**config.mk**
```make
export PLATFORM = sky130hd
export DESIGN_NAME = dpi_pin_if
export DESIGN_NICKNAME = d
export VERILOG_FILES = /design/src/rtl/dpi_pin_if.v /design/src/rtl/dpi_sync3.v
export VERILOG_INCLUDE_DIRS = /design/src /design/src/pkg
export SDC_FILE = /design/constraint.sdc
export NUM_CORES = 1
export LEC_CHECK = 0
export ABC_CLOCK_PERIOD_IN_PS = 2100
export BUFFER_PORTS_ARGS = -buffer_cell sky130_fd_sc_hd__buf_2
export CORE_ASPECT_RATIO = 0.7
export CORE_MARGIN = 3
export CORE_UTILIZATION = 50
export DETAILED_ROUTE_END_ITERATION = 16
export HOLD_SLACK_MARGIN = 0.15
export PLACE_DENSITY_LB_ADDON = 0.3
export SLEW_MARGIN = 0
export SYNTH_ARGS = -nofsm -noshare
export SYNTH_HDL_FRONTEND = slang
export SYNTH_SLANG_ARGS = --single-unit
```
**constraint.sdc**
```tcl
create_clock -name clk_sys -period 2.1 [get_ports clk_sys]
set_input_delay 0.21 -clock clk_sys [delete_from_list [all_inputs] [get_ports clk_sys]]
set_output_delay 0.21 -clock clk_sys [all_outputs]
set_load 0.05 [all_outputs]
```
**src/pkg/dpi_regs.vh**
```
// Purpose: shared constants of the x8 data pin interface
// Assumes: plain Verilog-2005, included by bare name
// Notes: definitions only
`ifndef DPI_REGS_VH
`define DPI_REGS_VH

// ********************************
// burst and mode register fields
// ********************************
`define DPI_BURST_BEATS 4'h8
`define DPI_MR_ODT_TDQS 3'h1
`define DPI_RTT_BIT0 2
`define DPI_RTT_BIT1 6
`define DPI_RTT_BIT2 9
`define DPI_TDQS_BIT 11

// ********************************
// command codes {ras_n,cas_n,we_n}
// ********************************
`define DPI_CMD_MRS 3'h0
`define DPI_CMD_REF 3'h1
`define DPI_CMD_PRE 3'h2
`define DPI_CMD_ACT 3'h3
`define DPI_CMD_WR 3'h4
`define DPI_CMD_RD 3'h5
`define DPI_CMD_ZQ 3'h6
`define DPI_CMD_NOP 3'h7

// ********************************
// reset values
// ********************************
`define DPI_ODT_EN_RST 1'h1
`define DPI_TDQS_EN_RST 1'h0

`endif

```
**src/rtl/dpi_pin_if.v**
```verilog
// Purpose: device-side logic behind the x8 data and control pins
// Assumes: ck, strobes and data sampled by clk_sys, far slower than it
// Notes: command, write-capture and read-drive path, termination control
//
// Operation
// - high mask sample discards that write byte
// - mask ball reused as termination strobe
// - registered odt switches termination on/off
// - termination only on data, strobe, mask
// - odt ignored when disabled by mode load
// - commands decoded from cs, ras, cas, we
// - active-low reset acts without the clock
// - one shared eight-bit bidirectional data bus
// - read strobe edges aligned with read data
// - termination strobe disables mask, adds termination
// - chip select high masks every command
// - command inputs sampled at rising ck edge, write data and mask on each strobe edge
`include "dpi_regs.vh"
module dpi_pin_if #(
	parameter AW = 14,
	parameter BW = 3
) (
	input wire clk_sys,
	input wire reset,
	input wire mem_reset_n,
	input wire ck,
	input wire cs_n,
	input wire ras_n,
	input wire cas_n,
	input wire we_n,
	input wire odt,
	input wire [BW-1:0] ba,
	input wire [AW-1:0] addr,
	input wire dm_in,
	input wire [7:0] dq_in,
	output reg [7:0] dq_out,
	output reg dq_oe,
	input wire dqs_in,
	output reg dqs_out,
	output reg dqs_n_out,
	output reg dqs_oe,
	output reg term_dq,
	output reg term_tdqs,
	output reg tdqs_en,
	output reg odt_en,
	output reg cmd_valid,
	output reg [2:0] cmd_code,
	output reg [7:0] wr_data,
	output reg wr_valid,
	output reg wr_last,
	input wire [7:0] rd_data,
	output reg rd_take
);
	localparam SW = 16 + AW + BW;

	// ********************************
	// pin sampling
	// ********************************
	wire [SW-1:0] pin_f;
	dpi_sync3 #(
		.W(SW)
	) u_sync (
		.clk_sys(clk_sys),
		.reset(reset),
		.d({dq_in, addr, ba, dqs_in, dm_in, odt, we_n, cas_n, ras_n, cs_n, ck}),
		.q(pin_f)
	);

	wire ck_f = pin_f[0];
	wire cs_f = pin_f[1];
	wire ras_f = pin_f[2];
	wire cas_f = pin_f[3];
	wire we_f = pin_f[4];
	wire odt_f = pin_f[5];
	wire dm_f = pin_f[6];
	wire dqs_f = pin_f[7];
	wire [BW-1:0] ba_f = pin_f[8+BW-1:8];
	wire [AW-1:0] addr_f = pin_f[8+BW+AW-1:8+BW];
	wire [7:0] dq_f = pin_f[SW-1:SW-8];

	function [2:0] dpi_decode;
		input cs_b;
		input ras_b;
		input cas_b;
		input we_b;
		begin
			if (cs_b) begin
				dpi_decode = `DPI_CMD_NOP;
			end else begin
				dpi_decode = {ras_b, cas_b, we_b};
			end
		end
	endfunction

	reg ck_prev_r;
	reg dqs_prev_r;
	wire ck_rise = ck_f & ~ck_prev_r;
	wire ck_edge = ck_f ^ ck_prev_r;
	wire dqs_edge = dqs_f ^ dqs_prev_r;
	wire [2:0] cmd_now = dpi_decode(cs_f, ras_f, cas_f, we_f);

	reg [3:0] wr_beats_r;
	reg [3:0] rd_beats_r;
	wire [3:0] wr_beats_nxt = wr_beats_r - 4'h1;
	wire [3:0] rd_beats_nxt = rd_beats_r - 4'h1;

	// termination follows the state the same ck rise leaves behind
	wire mr_load = ck_rise && cmd_now == `DPI_CMD_MRS && ba_f == `DPI_MR_ODT_TDQS;
	wire bus_idle = wr_beats_r == 4'h0 && rd_beats_r == 4'h0;
	wire rd_start = ck_rise && cmd_now == `DPI_CMD_RD && bus_idle;
	wire odt_en_nxt = mr_load ? (addr_f[`DPI_RTT_BIT0] | addr_f[`DPI_RTT_BIT1] | addr_f[`DPI_RTT_BIT2]) : odt_en;
	wire tdqs_en_nxt = mr_load ? addr_f[`DPI_TDQS_BIT] : tdqs_en;
	wire drive_nxt = dq_oe | rd_start;

	// ********************************
	// control and data path
	// ********************************
	// pin reset clears state at once, with no clock edge needed
	always @(posedge clk_sys or negedge mem_reset_n) begin
		if (!mem_reset_n) begin
			ck_prev_r <= 1'b0;
			dqs_prev_r <= 1'b0;
			wr_beats_r <= 4'h0;
			rd_beats_r <= 4'h0;
			dq_out <= 8'h00;
			dq_oe <= 1'b0;
			dqs_out <= 1'b0;
			dqs_n_out <= 1'b1;
			dqs_oe <= 1'b0;
			term_dq <= 1'b0;
			term_tdqs <= 1'b0;
			tdqs_en <= `DPI_TDQS_EN_RST;
			odt_en <= `DPI_ODT_EN_RST;
			cmd_valid <= 1'b0;
			cmd_code <= `DPI_CMD_NOP;
			wr_data <= 8'h00;
			wr_valid <= 1'b0;
			wr_last <= 1'b0;
			rd_take <= 1'b0;
		end else if (reset) begin
			ck_prev_r <= 1'b0;
			dqs_prev_r <= 1'b0;
			wr_beats_r <= 4'h0;
			rd_beats_r <= 4'h0;
			dq_out <= 8'h00;
			dq_oe <= 1'b0;
			dqs_out <= 1'b0;
			dqs_n_out <= 1'b1;
			dqs_oe <= 1'b0;
			term_dq <= 1'b0;
			term_tdqs <= 1'b0;
			tdqs_en <= `DPI_TDQS_EN_RST;
			odt_en <= `DPI_ODT_EN_RST;
			cmd_valid <= 1'b0;
			cmd_code <= `DPI_CMD_NOP;
			wr_data <= 8'h00;
			wr_valid <= 1'b0;
			wr_last <= 1'b0;
			rd_take <= 1'b0;
		end else begin
			ck_prev_r <= ck_f;
			dqs_prev_r <= dqs_f;
			cmd_valid <= 1'b0;
			wr_valid <= 1'b0;
			wr_last <= 1'b0;
			rd_take <= 1'b0;

			if (ck_rise) begin
				// terminate only while not driving a read burst
				term_dq <= odt_f & odt_en_nxt & ~drive_nxt;
				term_tdqs <= odt_f & odt_en_nxt & tdqs_en_nxt & ~drive_nxt;
				if (cmd_now != `DPI_CMD_NOP) begin
					cmd_valid <= 1'b1;
					cmd_code <= cmd_now;
				end
				if (mr_load) begin
					odt_en <= odt_en_nxt;
					tdqs_en <= tdqs_en_nxt;
				end
				// a new burst only starts once the bus is idle
				if (cmd_now == `DPI_CMD_WR && wr_beats_r == 4'h0 && rd_beats_r == 4'h0) begin
					wr_beats_r <= `DPI_BURST_BEATS;
				end
				if (cmd_now == `DPI_CMD_RD && wr_beats_r == 4'h0 && rd_beats_r == 4'h0) begin
					rd_beats_r <= `DPI_BURST_BEATS;
					dq_oe <= 1'b1;
					dqs_oe <= 1'b1;
				end
			end

			// write beat on each strobe edge, both directions
			if (dqs_edge && wr_beats_r != 4'h0) begin
				wr_beats_r <= wr_beats_nxt;
				wr_data <= dq_f;
				wr_valid <= ~(dm_f & ~tdqs_en);
				wr_last <= (wr_beats_nxt == 4'h0);
			end

			// read beat on each ck edge; strobe flips with the data
			if (ck_edge && !ck_rise && rd_beats_r != 4'h0) begin
				rd_beats_r <= rd_beats_nxt;
				dq_out <= rd_data;
				dqs_out <= ~dqs_out;
				dqs_n_out <= dqs_out;
				rd_take <= 1'b1;
			end else if (ck_edge && ck_rise && rd_beats_r != 4'h0 && rd_beats_r != `DPI_BURST_BEATS) begin
				rd_beats_r <= rd_beats_nxt;
				dq_out <= rd_data;
				dqs_out <= ~dqs_out;
				dqs_n_out <= dqs_out;
				rd_take <= 1'b1;
			end else if (ck_edge && rd_beats_r == 4'h0 && dq_oe && !(ck_rise && cmd_now == `DPI_CMD_RD)) begin
				// release the shared bus one half clock after the last beat
				dq_oe <= 1'b0;
				dqs_oe <= 1'b0;
			end
		end
	end
endmodule

```
**src/rtl/dpi_sync3.v**
```verilog
// Purpose: three-stage pin synchroniser with agreement filter
// Assumes: inputs asynchronous to clk_sys
// Notes: output moves only when stages two and three agree
module dpi_sync3 #(
	parameter W = 1
) (
	input wire clk_sys,
	input wire reset,
	input wire [W-1:0] d,
	output reg [W-1:0] q
);
	reg [W-1:0] s1_r;
	reg [W-1:0] s2_r;
	reg [W-1:0] s3_r;

	// first stage feeds only the second, for metastability
	always @(posedge clk_sys) begin
		if (reset) begin
			s1_r <= {W{1'b0}};
			s2_r <= {W{1'b0}};
			s3_r <= {W{1'b0}};
			q <= {W{1'b0}};
		end else begin
			s1_r <= d;
			s2_r <= s1_r;
			s3_r <= s2_r;
			// each bit moves on its own, so a busy data pin never stalls ck
			q <= (q & (s2_r ^ s3_r)) | (s3_r & ~(s2_r ^ s3_r));
		end
	end
endmodule

```
* Word-level counts from Yosys, hierarchy flattened *
Index checks and enable logic that the tools add are counted.

cells by class
  bitwise operators = 21
  multiplexer cells = 60
  $add $sub $neg = 2
  reduce and logical (&&, ||, !) cells = 39
  equality and inequality tests = 5

operator list
  kind                 count
  $and 33x33->33       2
  $mux 1               42
  $mux 8               5
  $mux 4               9
  $not 33->33          1
  $or 33x33->33        1
  $xor 33x33->33       1
  $logic_and 1x1->1    18
  $reduce_bool 4->1    4
  $logic_not 4->1      3
  $mux 3               4
  $reduce_bool 3->1    3
  $reduce_and 2->1     4
  $reduce_bool 2->1    4
  $sub 4x1->4 const B  2
  $and 1x1->1          6
  $eq 3x3->1 const B   2
  $not 1->1            5
  $ne 4x4->1 const B   1
  $eq 3x1->1 const B   1
  $logic_not 3->1      1
  $ne 3x3->1 const B   1
  $or 1x1->1           3
  $logic_not 1->1      2
  $xor 1x1->1          2

word-level totals
  flip-flop bits (word level) = 173
  logic and storage cells = 150

* Depth between registers and ports, before layout *
Gate-level depths: netlist of the first run.

  depth in word-level cells = 10
  gate-level depth with buffers = 8
  depth with buffers taken out = 7

* Modules after synthesis *
Synthesis of the first run repeated with hierarchy kept, for this count alone.

unflattened totals
  cells, all modules = 534
  area total of the unflattened synthesis = 5751.8 µm²

modules (own cells, without submodules)
  module      area an instance (µm²)  cells an instance  seq. area each (µm²)  instances
  dpi_sync3   3784.9                  344                2642.5                1
  dpi_pin_if  1966.9                  190                1032.2                1

* Worst setup path before layout of the first run *
Ideal clock, no wire load.

  path kind = register to register
  start point = register wr_beats_r[0]
  end point = register term_tdqs
  required time = 1.979 ns
  stages on the path, launching flop included = 7
  library setup time = 0.121 ns
  slack = 0.066 ns
  arrival = 1.913 ns
  clock period less this slack = 2.034 ns
  path through = dfrtp_1 inv_1 ha_1 or3b_1 or4_4 nor4bb_1 a22o_1

on the way
  longest elaborated chain between the ends = 8

ends and longest elaborated chain
  item                    RTL line          source
  from (decl)             dpi_pin_if.v:102  reg [3:0] wr_beats_r;
  from (signal assigned)  dpi_pin_if.v:182  wr_beats_r <= `DPI_BURST_BEATS;
  from (signal assigned)  dpi_pin_if.v:193  wr_beats_r <= wr_beats_nxt;
  $logic_not 4->1         dpi_pin_if.v:109  wire bus_idle = wr_beats_r == 4'h0 && rd_beats_r == 4'h0;
  $logic_and 1x1->1       dpi_pin_if.v:109
  $logic_and 1x1->1       dpi_pin_if.v:110  wire rd_start = ck_rise && cmd_now == `DPI_CMD_RD && bus_idle;
  $or 1x1->1              dpi_pin_if.v:113  wire drive_nxt = dq_oe | rd_start;
  $not 1->1               dpi_pin_if.v:171  term_tdqs <= odt_f & odt_en_nxt & tdqs_en_nxt & ~drive_nxt;
  $and 1x1->1             dpi_pin_if.v:171
  $mux 1                  dpi_pin_if.v:168  if (ck_rise) begin
  $mux 1                  dpi_pin_if.v:140  end else if (reset) begin
  to (signal assigned)    dpi_pin_if.v:171
  to (decl)               dpi_pin_if.v:43   output reg term_tdqs,

No other way between the ends. The select of a mux whose other input is x is not followed.
A chain may end at the register's enable or synchronous reset.

* Worst setup path in the final report of the first run *
  start point = register wr_beats_r[1]
  end point = register term_tdqs

Same word-level chain as after synthesis.

==> results of run 1 <==
## cells by family after synthesis
logic type | share of synthesized area [%]
AOI/OAI and AO/OA | 8.20
and+or+nand+nor | 18.9
DFF | 63.6
muxes | 3.99
xor gates and xnor gates | 0.776
adders and majority gates | 2.22
buffers and inverters | 2.30
## routing by layer
layer / GRT usage, % / part of all wire [%]
met1: 19.7 / 44
met2: 29.8 / 49
met3: 7.78 / 5.7
met4: 5.82 / 1.2
met5: 0 / 0
## worst max-delay path by stage
stage	from	endpoint	slack, ns
final	wr_beats_r[1]	term_tdqs	0.02
after global routing	wr_beats_r[1]	term_tdqs	-0.02
after floorplan	wr_beats_r[0]	term_tdqs	0.07
after CTS	wr_beats_r[1]	term_tdqs	0.01
after global placement	wr_beats_r[1]	term_tdqs	0.05
after detailed placement	rd_beats_r[1]	term_tdqs	-0.02
## per-stage QoR
stage | setup TNS, ns | hold slack [ns]
global route | -0.0236 | 0.175
finish | 0 | 0.178
CTS | 0 | 0.156
floorplan | 0 | -0.0856
detailed placement | -0.0152 | 0.400
global placement | 0 | 0.382
## cell usage after synthesis, drive strengths merged (3+ instances only)
master	instances	area, um^2
o21ai	31	155
dfstp	5	131
nand3	3	15.0
nand2	34	128
buf	3	13.8
dfrtp	36	901
inv	11	41.3
ha	8	100
mux2i	18	180
nor2b	73	457
dfxtp	92	1840
nor3	3	15.0
nand2b	4	25.0
clkbuf	13	48.8
a21oi	29	145
nor2	31	116
or3b	3	26.3
## worst register-to-register path, cell delays in order (launching register included)
cell	delay [ns]
dfrtp_1	0.40
inv_2	0.08
ha_1	0.13
or3b_4	0.37
or4_4	0.59
nor4bb_1	0.18
a22o_1	0.22
## area by class of cell
class / count / area share [%]
timing repair buffer: 108 / 12.6
tap: 120 / 2.53
clock inverter: 12 / 1.71
multi-input combinational: 259 / 26.2
sequential: 133 / 48.4
inverter: 11 / 0.696
clock buffer: 20 / 7.86
## power groups by stage
stage | Sequential (mW) | Combinational (mW) | Clock [mW]
final | 2.62 | 0.188 | 2.76
after global routing | 2.62 | 0.212 | 2.93
after CTS | 2.62 | 0.189 | 2.82
after detailed placement | 2.67 | 0.142 | 0
after global placement | 2.66 | 0.137 | 0
after floorplan | 2.66 | 0.0782 | 0
## timing repair
item                                    4_1_cts  5_1_grt
hold buffers                                 32        0
endpoints found under the setup margin        2        7
resized for setup                             3        4
endpoints found under the hold margin        67        0
pin swaps                                     1        0
setup buffers                                 1        1
==> results.json, run 1 <==
{
  "grt_pass1_vias": 3079,
  "final_cell_area_um2": 5940,
  "cap_violations": 0,
  "slew_violations": 0,
  "crit_fanout": 5,
  "worst_slew_pin_slew_ns": 0.912,
  "final_cell_mix": "dfxtp_1 (92), nor2b_1 (73), buf_2 (63), dfrtp_1 (36), nand2_1 (34)",
  "finalPower_mw": 5.56,
  "synth_fp_nets": 471,
  "ys_ff_latch": 133,
  "path_buf_inv": 1,
  "clkPwrFrac_pct": 49.6,
  "whs_path_depth": 2,
  "min_to": "dq_out[5]",
  "place_congestion": 0.785,
  "routed_wl_mm": 8.31,
  "vias": 3160,
  "synth_seq_area_share_pct": 63.6,
  "seq_area_um2": 2870,
  "critPathKind": "flip-flop to flip-flop",
  "netlist_instances": 419,
  "relSlewSlack_pct": 39.2,
  "tritoncts": "built",
  "synthDistinctLibCells": 38,
  "ir_drop_mv": 0.777,
  "htreeDepth": 4,
  "ys.flop_type": "dfxtp_1",
  "path_cells": "inv_2 > ha_1 > or3b_4 > or4_4 > nor4bb_1 > a22o_1",
  "hold_violations": 0,
  "grt_pass1_wl_mm": 13.9,
  "num_antenna_cells": 0,
  "cellLeakagePower_nw": 2.63,
  "cell_internal_pwr_mw": 4.41,
  "drc": 0,
  "cp-start-kind": "flip-flop",
  "chipWidth_um": 120,
  "rrSetupSlack_ns": 0.02,
  "die_h_um": 85.5,
  "combPwrFrac_pct": 3.4,
  "yosys_warnings": 0,
  "reg2reg_depth": 6,
  "p_sw_mw": 1.15,
  "fillerInstances": 632,
  "routed_via_density": 4.77,
  "nets": 582,
  "multi_input_area_um2": 1560,
  "place_hpwl_mm": 5.13,
  "portBuffers": 64,
  "worst_ep_required_time_ns": 2.39,
  "hp-class": "primary input to flip-flop",
  "post-route-period-util_pct": 98.8,
  "clock_latency_ns": 0.40,
  "core_um2": 8620,
  "fp.dieArea_um2": 10200,
  "rsz0062_at_grt": "true",
  "slowest_stage": "or4_4",
  "seqPwrFrac_pct": 47.1,
  "antenna_found_initial": 0,
  "mostFrequentLayoutCell": "dfxtp_1",
  "async_reset_ff_share_pct": 30.8,
  "rows": 28,
  "setup-violations-final": 0,
  "outcome": "finished, final reports clean",
  "p_per_area_nw_per_um2": 937,
  "postLayoutCoreUtil_pct": 68.9,
  "synth_area_per_cell_um2": 10.8,
  "initial_core_util_pct": 52.4,
  "synth_area_um2": 4520,
  "place_area_um2": 5020,
  "cp.depth": 6,
  "cts_sinks": 133,
  "rr_startpoint": "wr_beats_r[1]",
  "post_drt_wl_per_cell_um": 12.5,
  "grt_max_degree": 103,
  "end_kind": "flip-flop",
  "fin_skew_ns": 0.00517,
  "cp_top_family": "simple AND/OR/NAND/NOR gates",
  "grt.total_usage_pct": 17.4,
  "arrival_ns": 2.36,
  "period_minus_slack_ns": 2.08,
  "fmax_mhz": 482,
  "cts_made_buffers": 17,
  "post-place-ws_ns": -0.0152,
  "ant_nets": 0,
  "dr.pass1.iters": 4,
  "synth_edf_count": 0,
  "overflow": 0,
  "clock_path_buffers": 2,
  "drt_iter0_markers": 156,
  "dpl.cell_count": 597,
  "worst_slack_ns": 0.0248,
  "p_sw_share_pct": 20.7,
  "clk_pin_slew_ns": 0.05,
  "drive_gt1_share_pct": 22.7,
  "max_stage_delay_ns": 0.59,
  "pin_count": 75,
  "rr_endpoint": "term_tdqs",
  "hp-start": "reset",
  "root_buffer": "clkbuf_16",
  "areaGrowthSynthToFinish_pct": 31.4,
  "fin_cells": 663
}
No activity file was read; power rests on OpenSTA's default activity.
==> run 2, diff against run 1 <==
- ABC_AREA: unset -> 1
- CORE_MARGIN: 3 -> unset
==> run 2 against run 1 <==
Effect of this change:
- cell count grew 16%
- worst setup slack gained 0.44 ns
- combinational power grew 22%
- area after synthesis grew 2.1%
- critical path type unchanged
- largest power group unchanged
==> results.json, run 2 <==
{
  "outcome": "finished, final reports clean",
  "place_area_um2": 5050,
  "setup-violations-final": 0,
  "fin_cells": 769,
  "finalSetupTns_ns": 0,
  "ys_top_cells_by_count": "nor2_1 (111), dfxtp_1 (92), inv_1 (83)",
  "synth_edf_count": 0,
  "wl_met2_mm": 4.17,
  "p_per_area_nw_per_um2": 977,
  "place_congestion": 0.797,
  "p_sw_mw": 1.22,
  "yosysMostFrequentCell": "nor2_1",
  "dpl.cell_count": 704,
  "drt-met1-wl_mm": 4.00,
  "nets": 688,
  "htreeDepth": 4,
  "routed_via_density": 4.53,
  "portBuffers": 64,
  "holdBufCountCts": 33,
  "drive_gt1_share_pct": 18.6,
  "critPathKind": "flip-flop to flip-flop",
  "fmax_mhz": 612,
  "root_buffer": "clkbuf_16",
  "synth_seq_area_share_pct": 62.3,
  "clock_latency_ns": 0.42,
  "chipWidth_um": 117,
  "met3_wirelength_um": 398,
  "grt_pass1_vias": 3215,
  "postLayoutCoreUtil_pct": 69.1,
  "core_um2": 8690,
  "async_reset_ff_share_pct": 30.8,
  "rrSetupSlack_ns": 0.46,
  "period_minus_slack_ns": 1.64,
  "die_h_um": 82.4,
  "cts_sinks": 133,
  "top_layer_used": "met4",
  "post_cts_buffers": 0,
  "pin_count": 75,
  "mostFrequentLayoutCell": "nor2_1",
  "arrival_ns": 1.93,
  "post_drt_wl_per_cell_um": 11.4,
  "cts_resized": 0,
  "final_cell_mix": "nor2_1 (111), dfxtp_1 (92), inv_1 (83), nand2_1 (81), buf_2 (64)",
  "final_cell_area_um2": 6000,
  "worst_ep_required_time_ns": 2.40,
  "synth_area_per_cell_um2": 8.73,
  "combPwrFrac_pct": 3.9,
  "routed_wl_mm": 8.76,
  "path_cells": "inv_1 > ha_1 > nand2_1 > nand2_2 > nand2_4 > nor2_4 > nand2_1 > o21a_1",
  "clkPwrFrac_pct": 51.3,
  "slowest_stage": "dfrtp_1",
  "areaGrowthSynthToFinish_pct": 30.1,
  "p_sw_share_pct": 20.8,
  "path_common_cell": "nand2_1",
  "drc": 0,
  "ir_drop_mv": 0.605,
  "hp-class": "primary input to asynchronous set/reset pin",
  "hold_violations": 0,
  "seqPwrFrac_pct": 44.8,
  "overflow": 0,
  "synth_area_um2": 4610,
  "worst_slew_pin_slew_ns": 0.751,
  "rsz0062_at_grt": "false",
  "grt_pass1_wl_mm": 14.0,
  "cts_made_buffers": 17,
  "end_kind": "flip-flop",
  "ant_nets": 0,
  "clk_pin_slew_ns": 0.06,
  "post-route-period-util_pct": 77.9,
  "fp.dieArea_um2": 9620,
  "max_stage_delay_ns": 0.35,
  "yosys.area.top_type": "dfxtp_1",
  "place_hpwl_mm": 5.40,
  "yosys_warnings": 0,
  "seq_area_um2": 2870,
  "cellLeakagePower_nw": 2.91,
  "initial_core_util_pct": 53.1,
  "dr.pass1.iters": 4,
  "tritoncts": "built",
  "fillerInstances": 674,
  "slew_violations": 0,
  "synth.top_cells.by_area": "dfxtp_1 (40%), dfrtp_1 (20%), nor2_1 (9.0%), inv_1 (6.8%), nand2_1 (6.6%)",
  "netlist_instances": 528,
  "grt_max_degree": 76,
  "multi_input_area_um2": 1330,
  "ys.flop_type": "dfxtp_1",
  "num_antenna_cells": 0,
  "synthDistinctLibCells": 27,
  "drt_iter0_markers": 108,
  "synth_fp_nets": 580,
  "cap_violations": 0,
  "grt.total_usage_pct": 20.2,
  "rows": 28,
  "cp-start-kind": "flip-flop",
  "cell_internal_pwr_mw": 4.65,
  "ys_ff_latch": 133,
  "clock_path_buffers": 2,
  "vias": 3480,
  "synth_top_area_share_pct": 39.9,
  "crit_fanout": 11,
  "antenna_found_initial": 0,
  "fin_skew_ns": 0.0128,
  "relSlewSlack_pct": 49.9
}
run 2: cell count changes after synthesis, sizes merged, moves of 9 or more:
cell    change
nand2      +51
clkbuf     -12
inv        +80
nand3       +9
nor2       +84
mux2i      -18
nor2b      -73
run 2: per-layer routing:
metal  global-route usage (%)  up-vias
li1                         -     1817
met1                     22.0     1545
met2                     34.4      101
met3                     8.03       17
met4                     10.5        0
met5                        0        -
run 2: layout make-up:
class	instances	share of cell area, %
timing repair buffer	101	11.3
clock buffer	22	8.42
multi-input combinational	292	22.2
clock inverter	10	1.96
sequential	133	47.9
inverter	91	5.69
tap	120	2.50
run 2: power groups by stage:
stage	Combinational, mW	Sequential (mW)	Clock (mW)
6_report	0.230	2.62	3.01
5_1_grt	0.262	2.63	3.19
4_1_cts	0.232	2.62	3.08
3_5_place_dp	0.184	2.68	0
3_3_place_gp	0.178	2.67	0
2_1_floorplan	0.108	2.67	0
run 2: worst max-delay path, delay by kind of cell (launching register included):
kind            cells  cell delay, ns
simple gates        5            0.64
fa+ha+maj           1            0.20
compound gates      1            0.19
flops               1            0.35
buf+inv             1            0.13
run 2: path summary, 6_finish.rpt:
path | start | end | cells after the start
max in group asynchronous | mem_reset_n | odt_en | 3
worst max-delay path | rd_beats_r[0] | rd_beats_r[3] | 8
worst min-delay path | mem_reset_n | dq_out[4] | 2
worst max register to register | rd_beats_r[0] | rd_beats_r[3] | 8
worst min register to register | u_sync.s1_r[20] | u_sync.s2_r[20] | 2
min in group clk_sys | u_sync.s1_r[20] | u_sync.s2_r[20] | 2
run 2: through the flow:
step | total power, mW | setup slack (ns) | hold slack, ns
2_1_floorplan | 2.78 | 0.785 | -0.0856
3_3_place_gp | 2.85 | 0.521 | 0.146
3_5_place_dp | 2.86 | 0.468 | 0.160
4_1_cts | 5.93 | 0.455 | 0.240
5_1_grt | 6.08 | 0.314 | 0.309
6_report | 5.86 | 0.465 | 0.259
run 2: cells by family after synthesis:
logic type,after synthesis,synth area share [%]
and+or+nand+nor,216,18.7
DFF,133,62.3
buffers and inverters,103,8.82
AOI/OAI and AO/OA,64,7.19
adders and majority gates,8,2.17
xor gates and xnor gates,4,0.760
==> run 3, diff against run 2 <==
- ABC_CLOCK_PERIOD_IN_PS: 2100 -> 1400
- clock period: 2.1 -> 1.4 ns (I/O delays scaled with it)
==> run 3 against run 2 <==
Effect of this change:
- the run now ends with setup timing left
- register-to-register slack worse by 0.49 ns
- global-route usage is 0.26 points lower
- first-iteration DRC count grew 57%
- worst setup slack worse by 0.49 ns
- total power rose by 46%
- critical path depth did not move
- routed wire length is 1.4% higher
- non-clock buffer count up 11
- critical path type unchanged
- highest routed layer unchanged
==> results.json, run 3 (synthesized netlist as in run 2, its figures left out) <==
{
  "root_buffer": "clkbuf_16",
  "post_drt_wl_per_cell_um": 11.4,
  "drc": 0,
  "overflow": 0,
  "worst_slack_ns": -0.0246,
  "cts_made_buffers": 17,
  "violations": "setup timing",
  "fin_cells": 780,
  "rsz0062_at_grt": "true",
  "place_hpwl_mm": 5.32,
  "grt_max_degree": 54,
  "grt_pass1_wl_mm": 14.0,
  "chipWidth_um": 117,
  "tritoncts": "built",
  "fp.dieArea_um2": 9620,
  "outcome": "finished, violations left",
  "dpl.cell_count": 712,
  "hp-class": "primary input to asynchronous set/reset pin",
  "finalSetupTns_ns": -0.0246,
  "cellLeakagePower_nw": 3.01,
  "final_cell_mix": "nor2_1 (109), dfxtp_1 (91), inv_1 (79), nand2_1 (72), buf_2 (64)",
  "max_stage_delay_ns": 0.37,
  "ir_drop_mv": 0.919,
  "clock_latency_ns": 0.41,
  "worst_ep_required_time_ns": 1.69,
  "rrSetupSlack_ns": -0.02,
  "fillerInstances": 656,
  "initial_core_util_pct": 53.1,
  "path_buf_inv": 1,
  "rr_endpoint": "rd_beats_r[3]",
  "cp_top_family": "simple AND/OR/NAND/NOR gates",
  "drive_gt1_share_pct": 23.0,
  "cap_violations": 0,
  "end_kind": "flip-flop",
  "ant_nets": 0,
  "routed_via_density": 4.55,
  "setup-violations-final": 1,
  "cts_sinks": 133,
  "htreeDepth": 4,
  "die_h_um": 82.4,
  "worst_slew_pin_slew_ns": 0.514,
  "drt_iter0_markers": 170,
  "hold-worst-slack_ns": 0.340,
  "crit_fanout": 4,
  "fmax_mhz": 702,
  "rr_startpoint": "rd_beats_r[0]",
  "areaGrowthSynthToFinish_pct": 34.3,
  "multi_input_area_um2": 1450,
  "post-place-ws_ns": -0.0343,
  "rows": 28,
  "portBuffers": 64,
  "vias": 3548,
  "dr.pass1.iters": 4,
  "pin_count": 75,
  "grt_pass1_vias": 3311,
  "num_antenna_cells": 0,
  "cp.depth": 8,
  "finalPower_mw": 8.56,
  "path_cells": "inv_2 > ha_4 > nand2_2 > nand2_2 > nand2_4 > nor2_4 > nand2_4 > o21a_1",
  "post-route-period-util_pct": 102,
  "arrival_ns": 1.71,
  "mostFrequentLayoutCell": "nor2_1",
  "slew_violations": 0,
  "period_minus_slack_ns": 1.42,
  "cp-start-kind": "flip-flop",
  "place_congestion": 0.760,
  "core_um2": 8690,
  "grt.total_usage_pct": 19.9,
  "clk_pin_slew_ns": 0.05,
  "clock_path_buffers": 2,
  "fin_skew_ns": 0.00780,
  "nets": 699,
  "slowest_stage": "dfrtp_1",
  "critPathKind": "flip-flop to flip-flop",
  "relSlewSlack_pct": 65.7,
  "reg2reg_depth": 8,
  "routed_wl_mm": 8.89,
  "hold_violations": 0,
  "p_per_area_nw_per_um2": 1380,
  "seq_area_um2": 2880,
  "antenna_found_initial": 0
}
run 3: cell types whose count changed in the layout (fill, tap and decap cells not counted), sizes merged:
cell and delta:
buf +11, bufinv -1, clkbuf +2, clkinv +2, clkinvlp -3
run 3: through the flow:
stage          utilization (%)  area (um^2)
6_report                  71.3         6190
5_1_grt                   71.3         6190
4_1_cts                   69.7         6060
3_5_place_dp              58.9         5120
3_3_place_gp              58.9         5120
2_1_floorplan                -         4610
run 3: worst min-delay path: stages:
cell and delay (ns):
dlygate4sd3_1 0.52, buf_2 0.10, buf_4 0.43
run 3: repair_timing:
action / 4_1_cts / 5_1_grt
cloned: 0 / 1
hold buffers: 33 / 0
endpoints found under the setup margin: 5 / 32
gates resized for setup: 10 / 30
hold endpoints to repair: 72 / 0
pin swaps: 3 / 17
buffers inserted: 0 / 2
run 3: layout make-up:
| cell class | instances | share of cell area, % |
|---|---|---|
| clock inverters | 8 | 1.11 |
| well taps | 120 | 2.42 |
| clock buffers | 24 | 8.28 |
| multi-input cells | 292 | 23.5 |
| inverters | 91 | 5.56 |
| flip-flops and latches | 133 | 46.5 |
| repair buffers | 112 | 12.7 |
run 3: how the worst max path moves through the flow:
stage                             start            end  slack, ns
after detailed placement  rd_beats_r[0]  rd_beats_r[3]      -0.03
after global placement        ck_prev_r      term_tdqs       0.01
after global routing          ck_prev_r      term_tdqs      -0.09
final                     rd_beats_r[0]  rd_beats_r[3]      -0.02
after floorplan           wr_beats_r[0]  wr_beats_r[3]       0.08
after CTS                     ck_prev_r      term_tdqs     -0.006
run 3: report_power, final:
group | total, mW | switching (mW) | internal [mW]
registers | 3.94 | 0.0411 | 3.90
clock network | 4.24 | 1.52 | 2.72
logic | 0.386 | 0.203 | 0.183
run 3: routing by layer:
layer | share of wire [%] | GRT usage, % | vias up
li1 | - | - | 1839
met1 | 47 | 22.0 | 1629
met2 | 48 | 34.4 | 69
met3 | 3.8 | 6.93 | 11
met4 | 1.2 | 10.5 | 0
met5 | 0 | 0 | -
